<file path="src/verilog/cfsp_pkg.sv">
package cfsp_pkg;

  // ********************
  // register map
  // ********************
  localparam logic [7:0] CFSP_OFF_CTRL = 8'h00;
  localparam logic [7:0] CFSP_OFF_STATUS = 8'h04;
  localparam logic [7:0] CFSP_OFF_RATE = 8'h08;
  localparam logic [7:0] CFSP_OFF_EVCNT = 8'h0c;
  localparam logic [7:0] CFSP_OFF_OUTCNT = 8'h10;
  localparam logic [31:0] CFSP_CTRL_RESET = 32'h0000_0000;

  // ********************
  // fields
  // ********************
  localparam int CFSP_CTRL_MC_BIT = 0;
  localparam int CFSP_CTRL_BP_BIT = 1;
  localparam int CFSP_CTRL_LCH_LSB = 4;
  localparam int CFSP_ST_OVALID_BIT = 0;
  localparam int CFSP_ST_IREADY_BIT = 1;
  localparam int CFSP_ST_STATE_LSB = 4;
  localparam int CFSP_ST_CH_LSB = 8;
  localparam int CFSP_EV_MISS_LSB = 0;
  localparam int CFSP_EV_UNEXP_LSB = 16;
  localparam int CFSP_CH_W = 4;

  // ********************
  // rate limits
  // ********************
  localparam int CFSP_RATE_W = 14;
  localparam logic [13:0] CFSP_RATE_MIN = 14'h0004;
  localparam logic [13:0] CFSP_RATE_MAX = 14'h2000;
  localparam logic [13:0] CFSP_RATE_RESET = 14'h0004;

  typedef enum logic [1:0] {CFSP_IDLE, CFSP_RUN, CFSP_HALT} cfsp_state_e;

endpackage

</file>
<file path="src/verilog/cfsp_cfg_chan.sv">
`timescale 1ns/10ps
module cfsp_cfg_chan
  import cfsp_pkg::*;
#(
  parameter int CFG_W = 16
) (
  input wire logic clk,
  input wire logic rst,
  input wire logic ce,
  input wire logic clr_n,
  input wire logic cfg_valid,
  input wire logic [CFG_W-1:0] cfg_data,
  output logic cfg_ready,
  output logic cfg_take,
  output logic [CFSP_RATE_W-1:0] rate
);
  logic [CFSP_RATE_W-1:0] req;

  assign req = cfg_data[CFSP_RATE_W-1:0];
  assign cfg_take = ce && clr_n && cfg_valid && cfg_ready;

  // ready drops only on reset or while clear is held
  always_ff @(posedge clk or posedge rst) begin
    if (rst) begin
      cfg_ready <= 1'b0;
    end else if (!clr_n) begin
      cfg_ready <= 1'b0;
    end else if (ce) begin
      cfg_ready <= 1'b1;
    end
  end

  // out-of-range words are clamped, not rejected
  always_ff @(posedge clk or posedge rst) begin
    if (rst) begin
      rate <= CFSP_RATE_RESET;
    end else if (!clr_n) begin
      rate <= CFSP_RATE_RESET;
    end else if (cfg_take) begin
      if (req < CFSP_RATE_MIN) begin
        rate <= CFSP_RATE_MIN;
      end else if (req > CFSP_RATE_MAX) begin
        rate <= CFSP_RATE_MAX;
      end else begin
        rate <= req;
      end
    end
  end
endmodule

</file>
<file path="src/verilog/cfsp_event_gen.sv">
`timescale 1ns/10ps
module cfsp_event_gen (
  input wire logic clk,
  input wire logic rst,
  input wire logic ce,
  input wire logic clr_n,
  input wire logic mc_en,
  input wire logic in_take,
  input wire logic final_ch,
  input wire logic in_last,
  input wire logic halt_need,
  output logic ev_missing,
  output logic ev_unexpected,
  output logic ev_halted
);
  // ********************
  // event pulses
  // ********************
  // recomputed every enabled cycle, so missing and unexpected last one enabled cycle per take; halted stays up while halt_need holds
  always_ff @(posedge clk or posedge rst) begin
    if (rst) begin
      ev_missing <= 1'b0;
      ev_unexpected <= 1'b0;
      ev_halted <= 1'b0;
    end else if (!clr_n) begin
      ev_missing <= 1'b0;
      ev_unexpected <= 1'b0;
      ev_halted <= 1'b0;
    end else if (ce) begin
      ev_missing <= mc_en && in_take && final_ch && !in_last;
      ev_unexpected <= mc_en && in_take && !final_ch && in_last;
      ev_halted <= halt_need;
    end
  end
endmodule

</file>
<file path="src/verilog/cfsp_top.sv">
`timescale 1ns/10ps
module cfsp_top
  import cfsp_pkg::*;
#(
  parameter int DATA_W = 16,
  parameter int OUT_W = 32,
  parameter int CFG_W = 16,
  parameter int MAX_CH = 16
) (
  input wire logic SYS_CLK,
  input wire logic RST,
  input wire logic CLK_EN,
  input wire logic SCLR_N,
  input wire logic PSEL,
  input wire logic PENABLE,
  input wire logic PWRITE,
  input wire logic [7:0] PADDR,
  input wire logic [31:0] PWDATA,
  output logic [31:0] PRDATA,
  output logic PREADY,
  output logic PSLVERR,
  input wire logic CFG_VALID,
  output logic CFG_READY,
  input wire logic [CFG_W-1:0] CFG_DATA,
  input wire logic IN_VALID,
  output logic IN_READY,
  input wire logic [DATA_W-1:0] IN_DATA,
  input wire logic IN_LAST,
  output logic OUT_VALID,
  input wire logic OUT_READY,
  output logic [OUT_W-1:0] OUT_DATA,
  output logic OUT_LAST,
  output logic [CFSP_CH_W-1:0] OUT_CHANNEL_INDEX,
  output logic OUT_CHANNEL_SYNC,
  output logic EVENT_LAST_MISSING,
  output logic EVENT_LAST_UNEXPECTED,
  output logic EVENT_HALTED
);

  // ********************
  // declarations
  // ********************
  logic [31:0] ctrl;
  logic mc_en;
  logic bp_en;
  logic [CFSP_CH_W-1:0] last_ch;
  logic ce;
  logic clr_n;
  logic cfg_take;
  logic [CFSP_RATE_W-1:0] rate;
  logic [CFSP_CH_W-1:0] ch;
  logic [CFSP_RATE_W-1:0] ph;
  logic final_ch;
  logic frame_end;
  logic in_take;
  logic out_take;
  logic emit;
  logic halt_need;
  logic next_out_valid;
  logic [OUT_W-1:0] acc [MAX_CH];
  logic [OUT_W-1:0] sample_ext;
  logic [OUT_W-1:0] sum;
  cfsp_state_e state;
  cfsp_state_e next_state;
  logic [15:0] miss_cnt;
  logic [15:0] unexp_cnt;
  logic miss_hit;
  logic unexp_hit;
  logic [31:0] out_cnt;
  logic apb_setup;
  logic apb_wr;
  logic [31:0] rd_mux;
  logic rd_err;

  assign ce = CLK_EN;
  assign clr_n = SCLR_N;
  assign mc_en = ctrl[CFSP_CTRL_MC_BIT];
  assign bp_en = ctrl[CFSP_CTRL_BP_BIT];
  assign last_ch = ctrl[CFSP_CTRL_LCH_LSB +: CFSP_CH_W];

  // ********************
  // configuration channel
  // ********************
  cfsp_cfg_chan #(
    .CFG_W(CFG_W)
  ) u_cfg (
    .clk(SYS_CLK),
    .rst(RST),
    .ce(ce),
    .clr_n(clr_n),
    .cfg_valid(CFG_VALID),
    .cfg_data(CFG_DATA),
    .cfg_ready(CFG_READY),
    .cfg_take(cfg_take),
    .rate(rate)
  );

  // ********************
  // handshakes
  // ********************
  assign in_take = ce && clr_n && IN_VALID && IN_READY;
  // without back-pressure the sink is taken as always ready
  assign out_take = ce && clr_n && OUT_VALID && (OUT_READY || !bp_en);
  assign final_ch = mc_en ? (ch == last_ch) : 1'b1;
  assign frame_end = (ph == rate - 14'h0001);
  assign emit = in_take && frame_end;
  assign halt_need = ce && clr_n && bp_en && OUT_VALID && !OUT_READY && IN_VALID;

  always_comb begin
    next_out_valid = OUT_VALID;
    if (emit) begin
      next_out_valid = 1'b1;
    end else if (out_take) begin
      next_out_valid = 1'b0;
    end
  end

  // a full output slot closes the input; channel, phase and sums then change only on a clear or a config take
  always_ff @(posedge SYS_CLK or posedge RST) begin
    if (RST) begin
      IN_READY <= 1'b0;
    end else if (!clr_n) begin
      IN_READY <= 1'b0;
    end else if (ce) begin
      IN_READY <= !next_out_valid;
    end
  end

  // ********************
  // channel and frame tracking
  // ********************
  // channel order is kept locally; the input marker never steers it
  always_ff @(posedge SYS_CLK or posedge RST) begin
    if (RST) begin
      ch <= '0;
      ph <= '0;
    end else if (!clr_n || cfg_take) begin
      ch <= '0;
      ph <= '0;
    end else if (in_take) begin
      if (final_ch) begin
        ch <= '0;
        ph <= frame_end ? '0 : ph + 14'h0001;
      end else begin
        ch <= ch + 4'h1;
      end
    end
  end

  // ********************
  // per-channel accumulators
  // ********************
  assign sample_ext = {{(OUT_W - DATA_W){IN_DATA[DATA_W-1]}}, IN_DATA};
  assign sum = acc[ch] + sample_ext;

  // boxcar sum over one rate period, dumped at frame end
  for (genvar g = 0; g < MAX_CH; g++) begin : g_acc
    always_ff @(posedge SYS_CLK or posedge RST) begin
      if (RST) begin
        acc[g] <= '0;
      end else if (!clr_n || cfg_take) begin
        acc[g] <= '0;
      end else if (in_take && ch == CFSP_CH_W'(g)) begin
        acc[g] <= frame_end ? '0 : sum;
      end
    end
  end

  // ********************
  // output channel
  // ********************
  always_ff @(posedge SYS_CLK or posedge RST) begin
    if (RST) begin
      OUT_VALID <= 1'b0;
    end else if (!clr_n) begin
      OUT_VALID <= 1'b0;
    end else if (ce) begin
      OUT_VALID <= next_out_valid;
    end
  end

  // loaded only on emit, which cannot meet a waiting sample
  always_ff @(posedge SYS_CLK or posedge RST) begin
    if (RST) begin
      OUT_DATA <= '0;
      OUT_LAST <= 1'b0;
      OUT_CHANNEL_INDEX <= '0;
      OUT_CHANNEL_SYNC <= 1'b0;
    end else if (!clr_n) begin
      OUT_DATA <= '0;
      OUT_LAST <= 1'b0;
      OUT_CHANNEL_INDEX <= '0;
      OUT_CHANNEL_SYNC <= 1'b0;
    end else if (emit) begin
      OUT_DATA <= sum;
      OUT_LAST <= mc_en && final_ch;
      OUT_CHANNEL_INDEX <= mc_en ? ch : '0;
      OUT_CHANNEL_SYNC <= mc_en && (ch == '0);
    end
  end

  // ********************
  // run state
  // ********************
  always_comb begin
    next_state = state;
    case (state)
      CFSP_IDLE: begin
        next_state = CFSP_RUN;
      end
      CFSP_RUN: begin
        if (bp_en && next_out_valid && !OUT_READY) begin
          next_state = CFSP_HALT;
        end
      end
      CFSP_HALT: begin
        if (out_take) begin
          next_state = CFSP_RUN;
        end
      end
      default: begin
        next_state = CFSP_IDLE;
      end
    endcase
  end

  always_ff @(posedge SYS_CLK or posedge RST) begin
    if (RST) begin
      state <= CFSP_IDLE;
    end else if (!clr_n) begin
      state <= CFSP_IDLE;
    end else if (ce) begin
      state <= next_state;
    end
  end

  // ********************
  // events
  // ********************
  cfsp_event_gen u_ev (
    .clk(SYS_CLK),
    .rst(RST),
    .ce(ce),
    .clr_n(clr_n),
    .mc_en(mc_en),
    .in_take(in_take),
    .final_ch(final_ch),
    .in_last(IN_LAST),
    .halt_need(halt_need),
    .ev_missing(EVENT_LAST_MISSING),
    .ev_unexpected(EVENT_LAST_UNEXPECTED),
    .ev_halted(EVENT_HALTED)
  );

  // ********************
  // apb slave
  // ********************
  assign apb_setup = PSEL && !PENABLE;
  assign apb_wr = PSEL && PENABLE && PREADY && PWRITE;

  always_comb begin
    rd_mux = 32'h0000_0000;
    rd_err = 1'b0;
    if (PADDR == CFSP_OFF_CTRL) begin
      rd_mux = ctrl;
    end else if (PADDR == CFSP_OFF_STATUS) begin
      rd_mux[CFSP_ST_OVALID_BIT] = OUT_VALID;
      rd_mux[CFSP_ST_IREADY_BIT] = IN_READY;
      rd_mux[CFSP_ST_STATE_LSB +: 2] = state;
      rd_mux[CFSP_ST_CH_LSB +: CFSP_CH_W] = ch;
    end else if (PADDR == CFSP_OFF_RATE) begin
      rd_mux[CFSP_RATE_W-1:0] = rate;
    end else if (PADDR == CFSP_OFF_EVCNT) begin
      rd_mux[CFSP_EV_MISS_LSB +: 16] = miss_cnt;
      rd_mux[CFSP_EV_UNEXP_LSB +: 16] = unexp_cnt;
    end else if (PADDR == CFSP_OFF_OUTCNT) begin
      rd_mux = out_cnt;
    end else begin
      rd_err = 1'b1;
    end
  end

  // answer is ready in the first access cycle: zero wait states
  always_ff @(posedge SYS_CLK or posedge RST) begin
    if (RST) begin
      PREADY <= 1'b0;
    end else begin
      PREADY <= apb_setup;
    end
  end

  // read data stands only in the access cycle, zero otherwise
  always_ff @(posedge SYS_CLK or posedge RST) begin
    if (RST) begin
      PRDATA <= 32'h0000_0000;
    end else begin
      PRDATA <= (apb_setup && !PWRITE) ? rd_mux : 32'h0000_0000;
    end
  end

  always_ff @(posedge SYS_CLK or posedge RST) begin
    if (RST) begin
      PSLVERR <= 1'b0;
    end else begin
      PSLVERR <= apb_setup && rd_err;
    end
  end

  // bus registers stay live when the filter clock enable is low
  always_ff @(posedge SYS_CLK or posedge RST) begin
    if (RST) begin
      ctrl <= CFSP_CTRL_RESET;
    end else if (apb_wr && PADDR == CFSP_OFF_CTRL) begin
      ctrl <= PWDATA & 32'h0000_00f3;
    end
  end

  // ********************
  // event counters
  // ********************
  // events hold while the enable is low, so only enabled cycles count
  assign miss_hit = ce && EVENT_LAST_MISSING;
  assign unexp_hit = ce && EVENT_LAST_UNEXPECTED;

  // write clears; a same-cycle event still counts
  always_ff @(posedge SYS_CLK or posedge RST) begin
    if (RST) begin
      miss_cnt <= '0;
      unexp_cnt <= '0;
    end else if (apb_wr && PADDR == CFSP_OFF_EVCNT) begin
      miss_cnt <= {15'h0000, miss_hit};
      unexp_cnt <= {15'h0000, unexp_hit};
    end else begin
      miss_cnt <= miss_cnt + {15'h0000, miss_hit};
      unexp_cnt <= unexp_cnt + {15'h0000, unexp_hit};
    end
  end

  always_ff @(posedge SYS_CLK or posedge RST) begin
    if (RST) begin
      out_cnt <= '0;
    end else if (apb_wr && PADDR == CFSP_OFF_OUTCNT) begin
      out_cnt <= {31'h0000_0000, out_take};
    end else if (out_take) begin
      out_cnt <= out_cnt + 32'h0000_0001;
    end
  end

endmodule
</file>
<file path="config.mk">
export PLATFORM = sky130hd
export DESIGN_NAME = cfsp_top
export DESIGN_NICKNAME = d
export VERILOG_FILES = /design/src/verilog/cfsp_pkg.sv /design/src/verilog/cfsp_cfg_chan.sv /design/src/verilog/cfsp_event_gen.sv /design/src/verilog/cfsp_top.sv
export SDC_FILE = /design/constraint.sdc
export NUM_CORES = 2
export LEC_CHECK = 0
export BUFFER_PORTS_ARGS = -buffer_cell sky130_fd_sc_hd__buf_2
export CAP_MARGIN = 10
export CORE_MARGIN = 5
export CORE_UTILIZATION = 24
export CTS_BUF_LIST = sky130_fd_sc_hd__clkbuf_2
export CTS_CLUSTER_SIZE = 14
export DETAILED_ROUTE_END_ITERATION = 7
export GPL_TIMING_DRIVEN = 0
export HOLD_SLACK_MARGIN = 0.06
export PLACE_DENSITY = 0.45
export SKIP_LAST_GASP = 1
export SYNTH_ARGS = -nofsm -noshare
export SYNTH_HDL_FRONTEND = slang
export SYNTH_HIERARCHICAL = 1
export SYNTH_SLANG_ARGS = --single-unit
export TNS_END_PERCENT = 5
</file>
<file path="constraint.sdc">
create_clock -name SYS_CLK -period 27.4 [get_ports SYS_CLK]
set_input_delay 4.11 -clock SYS_CLK [delete_from_list [all_inputs] [get_ports SYS_CLK]]
set_output_delay 4.11 -clock SYS_CLK [all_outputs]
set_load 0.05 [all_outputs]
</file>
==> results by stage <==
Die:
- The die is ~380 µm tall.
- The floorplan has 136 rows.
- For this configuration, the core starts out at a cell density of between 20 and 25%.
- The floorplan die width is 381 µm.
- After floorplanning, the core was sized to cover 137000 µm².
- The die covers 145000 µm².
- Pin placement for this block handled 161 I/O pins.

Clock tree:
- The clock passes through at most 3 buffers.
- CTS saw 694 sinks.
- CTS built an H-tree with a depth of 4.
- The buffer cell driving the clock tree root is clkbuf_2.
- The hold buffer count at cts is 0.
- Clock-pin slew was measured on the worst setup and hold paths at 100 ps.
- The number of CTS-inserted buffers is 189.
- The post-CTS setup repair buffer count is 0.
- TritonCTS built the clock tree.
- The number of gates resized after CTS was 0.
- The insertion delay of the later-clocked pin in the worst-skew pair is between 1500 and 2000 ps.

Timing:
- The maximum clock frequency is 0.133 GHz.
- The headroom to the max-slew limit is around 17%.
- The setup TNS is 0 ps.
- The count of pins over their slew limit is 0.
- After layout, the worst setup slack is 19890 ps.
- Subtracting the final worst setup slack from the clock period gives approximately 7500 ps.
- Setup repair after global routing left no endpoint under its margin.
- The hold violation total from the final report came to 0.
- The final clock skew is 184 ps.
- The final-report setup violation count is 0.
- For the pin with the worst max-slew slack, the measured transition is 1240 ps.
- The fraction of the cycle the final worst path needs is 27.4%.

Layout:
- The area growth from synthesis to final layout is 15.3%.
- The finished layout holds around 5400 standard cells, fillers aside.
- Cells with a size suffix above 1 make up a little under 20% of the layout.
- In the final design database the tool counted 3587 nets.
- The area taken by multi-input logic gates is about 15000 µm².
- The library cell used most frequently in the layout, excluding fill and tap cells, is dfrtp_1.
- Across the whole layout, storage elements account for 17400 µm².
- The library cells used most frequently in the layout, excluding fill and tap cells, are 693 x dfrtp_1, 530 x nand2_1, 513 x o21ai_0, 279 x clkbuf_2, 175 x clkbuf_1.
- The layout has 14800 filler cells.
- The finished cells cover 38100 µm².

Pwr:
- IR analysis of the VDD net gives a maximum drop of 40.1 µV.
- Summed over all cells, the static leakage comes to 16.5 nW.
- The total power divided by cell area is 78.3 nW/µm².
- The total power is about 3 mW.

Global route:
- The global routing usage summed across all routing layers is 16.9%.
- The maximum number of pins on one net before global-route repair is 120.
- The via count of the first global-routing pass is 26900.
- The number of antenna violations at the first check in global routing is 11.
- The residual overflow from global routing is 0.
- The global-route wire length before repair is about 180 mm.

Placement:
- Including well taps, the total number of placed cells is slightly above 5000.
- In this run the cell area measured after placement is 36200 µm².
- Routability-driven placement finished with a final weighted congestion of 0.837.
- The worst slack at placement is 18910 ps.
- Input and output buffers added on the ports amount to between 100 and 150.
- The placed wire-length estimate after detailed placement is just under 90 mm.

Synthesis:
- After synthesis, the netlist uses 91 different library cells.
- Sequential cells were found to cover 52.5% of the synthesized design area.
- After synthesis, the share of flip-flops with an asynchronous set or reset is between 90% and 100%.
- The share of the synthesized area in the top cell type is between 50% and 60%.
- The cell area that synthesis handed to floorplanning was 33100 µm².
- The post-synth net total is about 3200.
- By area the synthesized netlist is led by dfrtp_1 52%, mux4_2 11%, o21ai_0 7.8%.
- In this run the mean area of a mapped cell was around 11 µm².
- The cell count after synthesis came out at 3121.
- The synthesized design contains a little under 700 register bits.
- The cell taking the most area after synthesis is dfrtp_1.
- The leading register cell type out of synthesis is dfrtp_1.
- In this run, synthesis inferred 0 flip-flops with an integrated enable.
- The count of yosys warnings during synthesis is 6.

Run:
- The number of violations of the max-capacitance limit is 0.

Status:
- The run finished with clean final reports.

Drt:
- For this run, design rule violations remaining after detail routing come to 0.
- The final route contains 26600 vias.
- After detailed routing, the average wire length per cell comes to 22.8 µm.
- The wire length reported by the detailed router is about 120 mm.
- The ratio of routed vias to standard cells is 4.93.
- The number of detailed-routing iterations run before antenna repair is 8.
- The detailed router finished its first iteration with 2183 violations.
- The number of routed nets with antenna violations is 0.

Setup path:
- The required time of the critical path is 28780 ps.
- The highest net fanout along the worst path is 10.
- The category of the worst setup path capture point is a flop.
- The critical path class is flop to flop.
- The depth of the most critical reg-to-reg path is 16.
- The arrival time of data at the critical path endpoint is 8890 ps.
- The kind of start point of the critical path is a flop.

Hold path:
- The tightest min-delay check is of the flop to flop type.
- The worst hold path passes through 2 cells.
## cells in the mapped netlist, drive strengths merged (8+ instances only)
library cell,instances
mux2,24
o21ai,558
a21oi,66
a22o,16
nand2b,20
ha,42
nand3,167
dfrtp,693
and2,22
xor2,59
nand4,17
nor4,10
a32o,11
nor2b,13
or3,13
buf,53
a211oi,12
nor2,174
a31oi,8
xnor2,46
nor3,24
o211ai,17
a22oi,27
and3,24
nand2,530
inv,22
and4,9
mux4,159
clkbuf,177
## area by class of cell
cell class              count  area share [%]
multi-input cells        2174            38.5
repair buffers            149            2.58
clock buffers             277            3.64
inverters                  23           0.246
well taps                1794            5.89
flip-flops and latches    694            45.6
plain buffers             230            2.46
diodes                      8          0.0526
clock inverters            55            1.03
## power breakdown
part | total, mW | switching [mW] | internal [mW]
clock network | 0.796 | 0.475 | 0.321
logic | 0.812 | 0.529 | 0.283
registers | 1.37 | 0.122 | 1.25
## state kept, by name (all words and copies together) (netlist names), 2 cells and up
signal             cells
OUT_CHANNEL_INDEX      4
OUT_DATA              32
PRDATA                32
acc                  512
ch                     4
ctrl                   6
miss_cnt              16
out_cnt               32
ph                    14
state                  2
u_cfg/rate            14
unexp_cnt             16
## kinds of logic (layout without fill, tap and decap cells)
logic type	count (synthesis)	after routing	synth area share [%]
other	0	8	0
xor gates and xnor gates	105	105	2.78
muxes	189	189	12.0
and+or+nand+nor	1054	1054	14.5
adders and majority gates	43	43	1.65
AOI/OAI and AO/OA	783	783	13.4
DFF	694	694	52.5
buffers and inverters	253	734	3.10
## metrics by stage
| stage | hold WS, ps | utilization, % |
|---|---|---|
| after floorplan | 444 | - |
| final | 481 | 27.8 |
| after global routing | 507 | 27.8 |
| after global placement | 456 | 26.2 |
| after detailed placement | 464 | 26.4 |
| after CTS | 487 | 27.7 |
## final timing paths
path / start / endpoint / slack [ps]
worst max-delay path: ch[0] / acc[304] / 19890
worst min-delay path: acc[442] / acc[442] / 480
worst max register to register: ch[0] / acc[304] / 19890
worst min register to register: acc[442] / acc[442] / 480
max in group asynchronous: RST / acc[42] / 22790
min in group asynchronous: RST / u_ev/ev_halted / 2470
## routing by layer
layer,global-route usage [%],wire length [µm]
met2,27.1,57500
met1,22.3,54400
met5,0,48
met3,4.26,7910
met4,5.51,3540
## worst max-delay path, cell delays in order (launching register included)
cell and delay (ps):
dfrtp_1 400, clkbuf_1 560, clkbuf_1 500, buf_1 940, mux4_2 660, mux4_2 500
ha_1 240, fa_1 410, a21o_1 210, a31oi_1 420, nor3_1 170, clkbuf_4 230
o221a_2 290, o41ai_1 310, xor2_1 930, clkbuf_1 420, o21ai_0 190
Power figures use the tool's default switching activity.
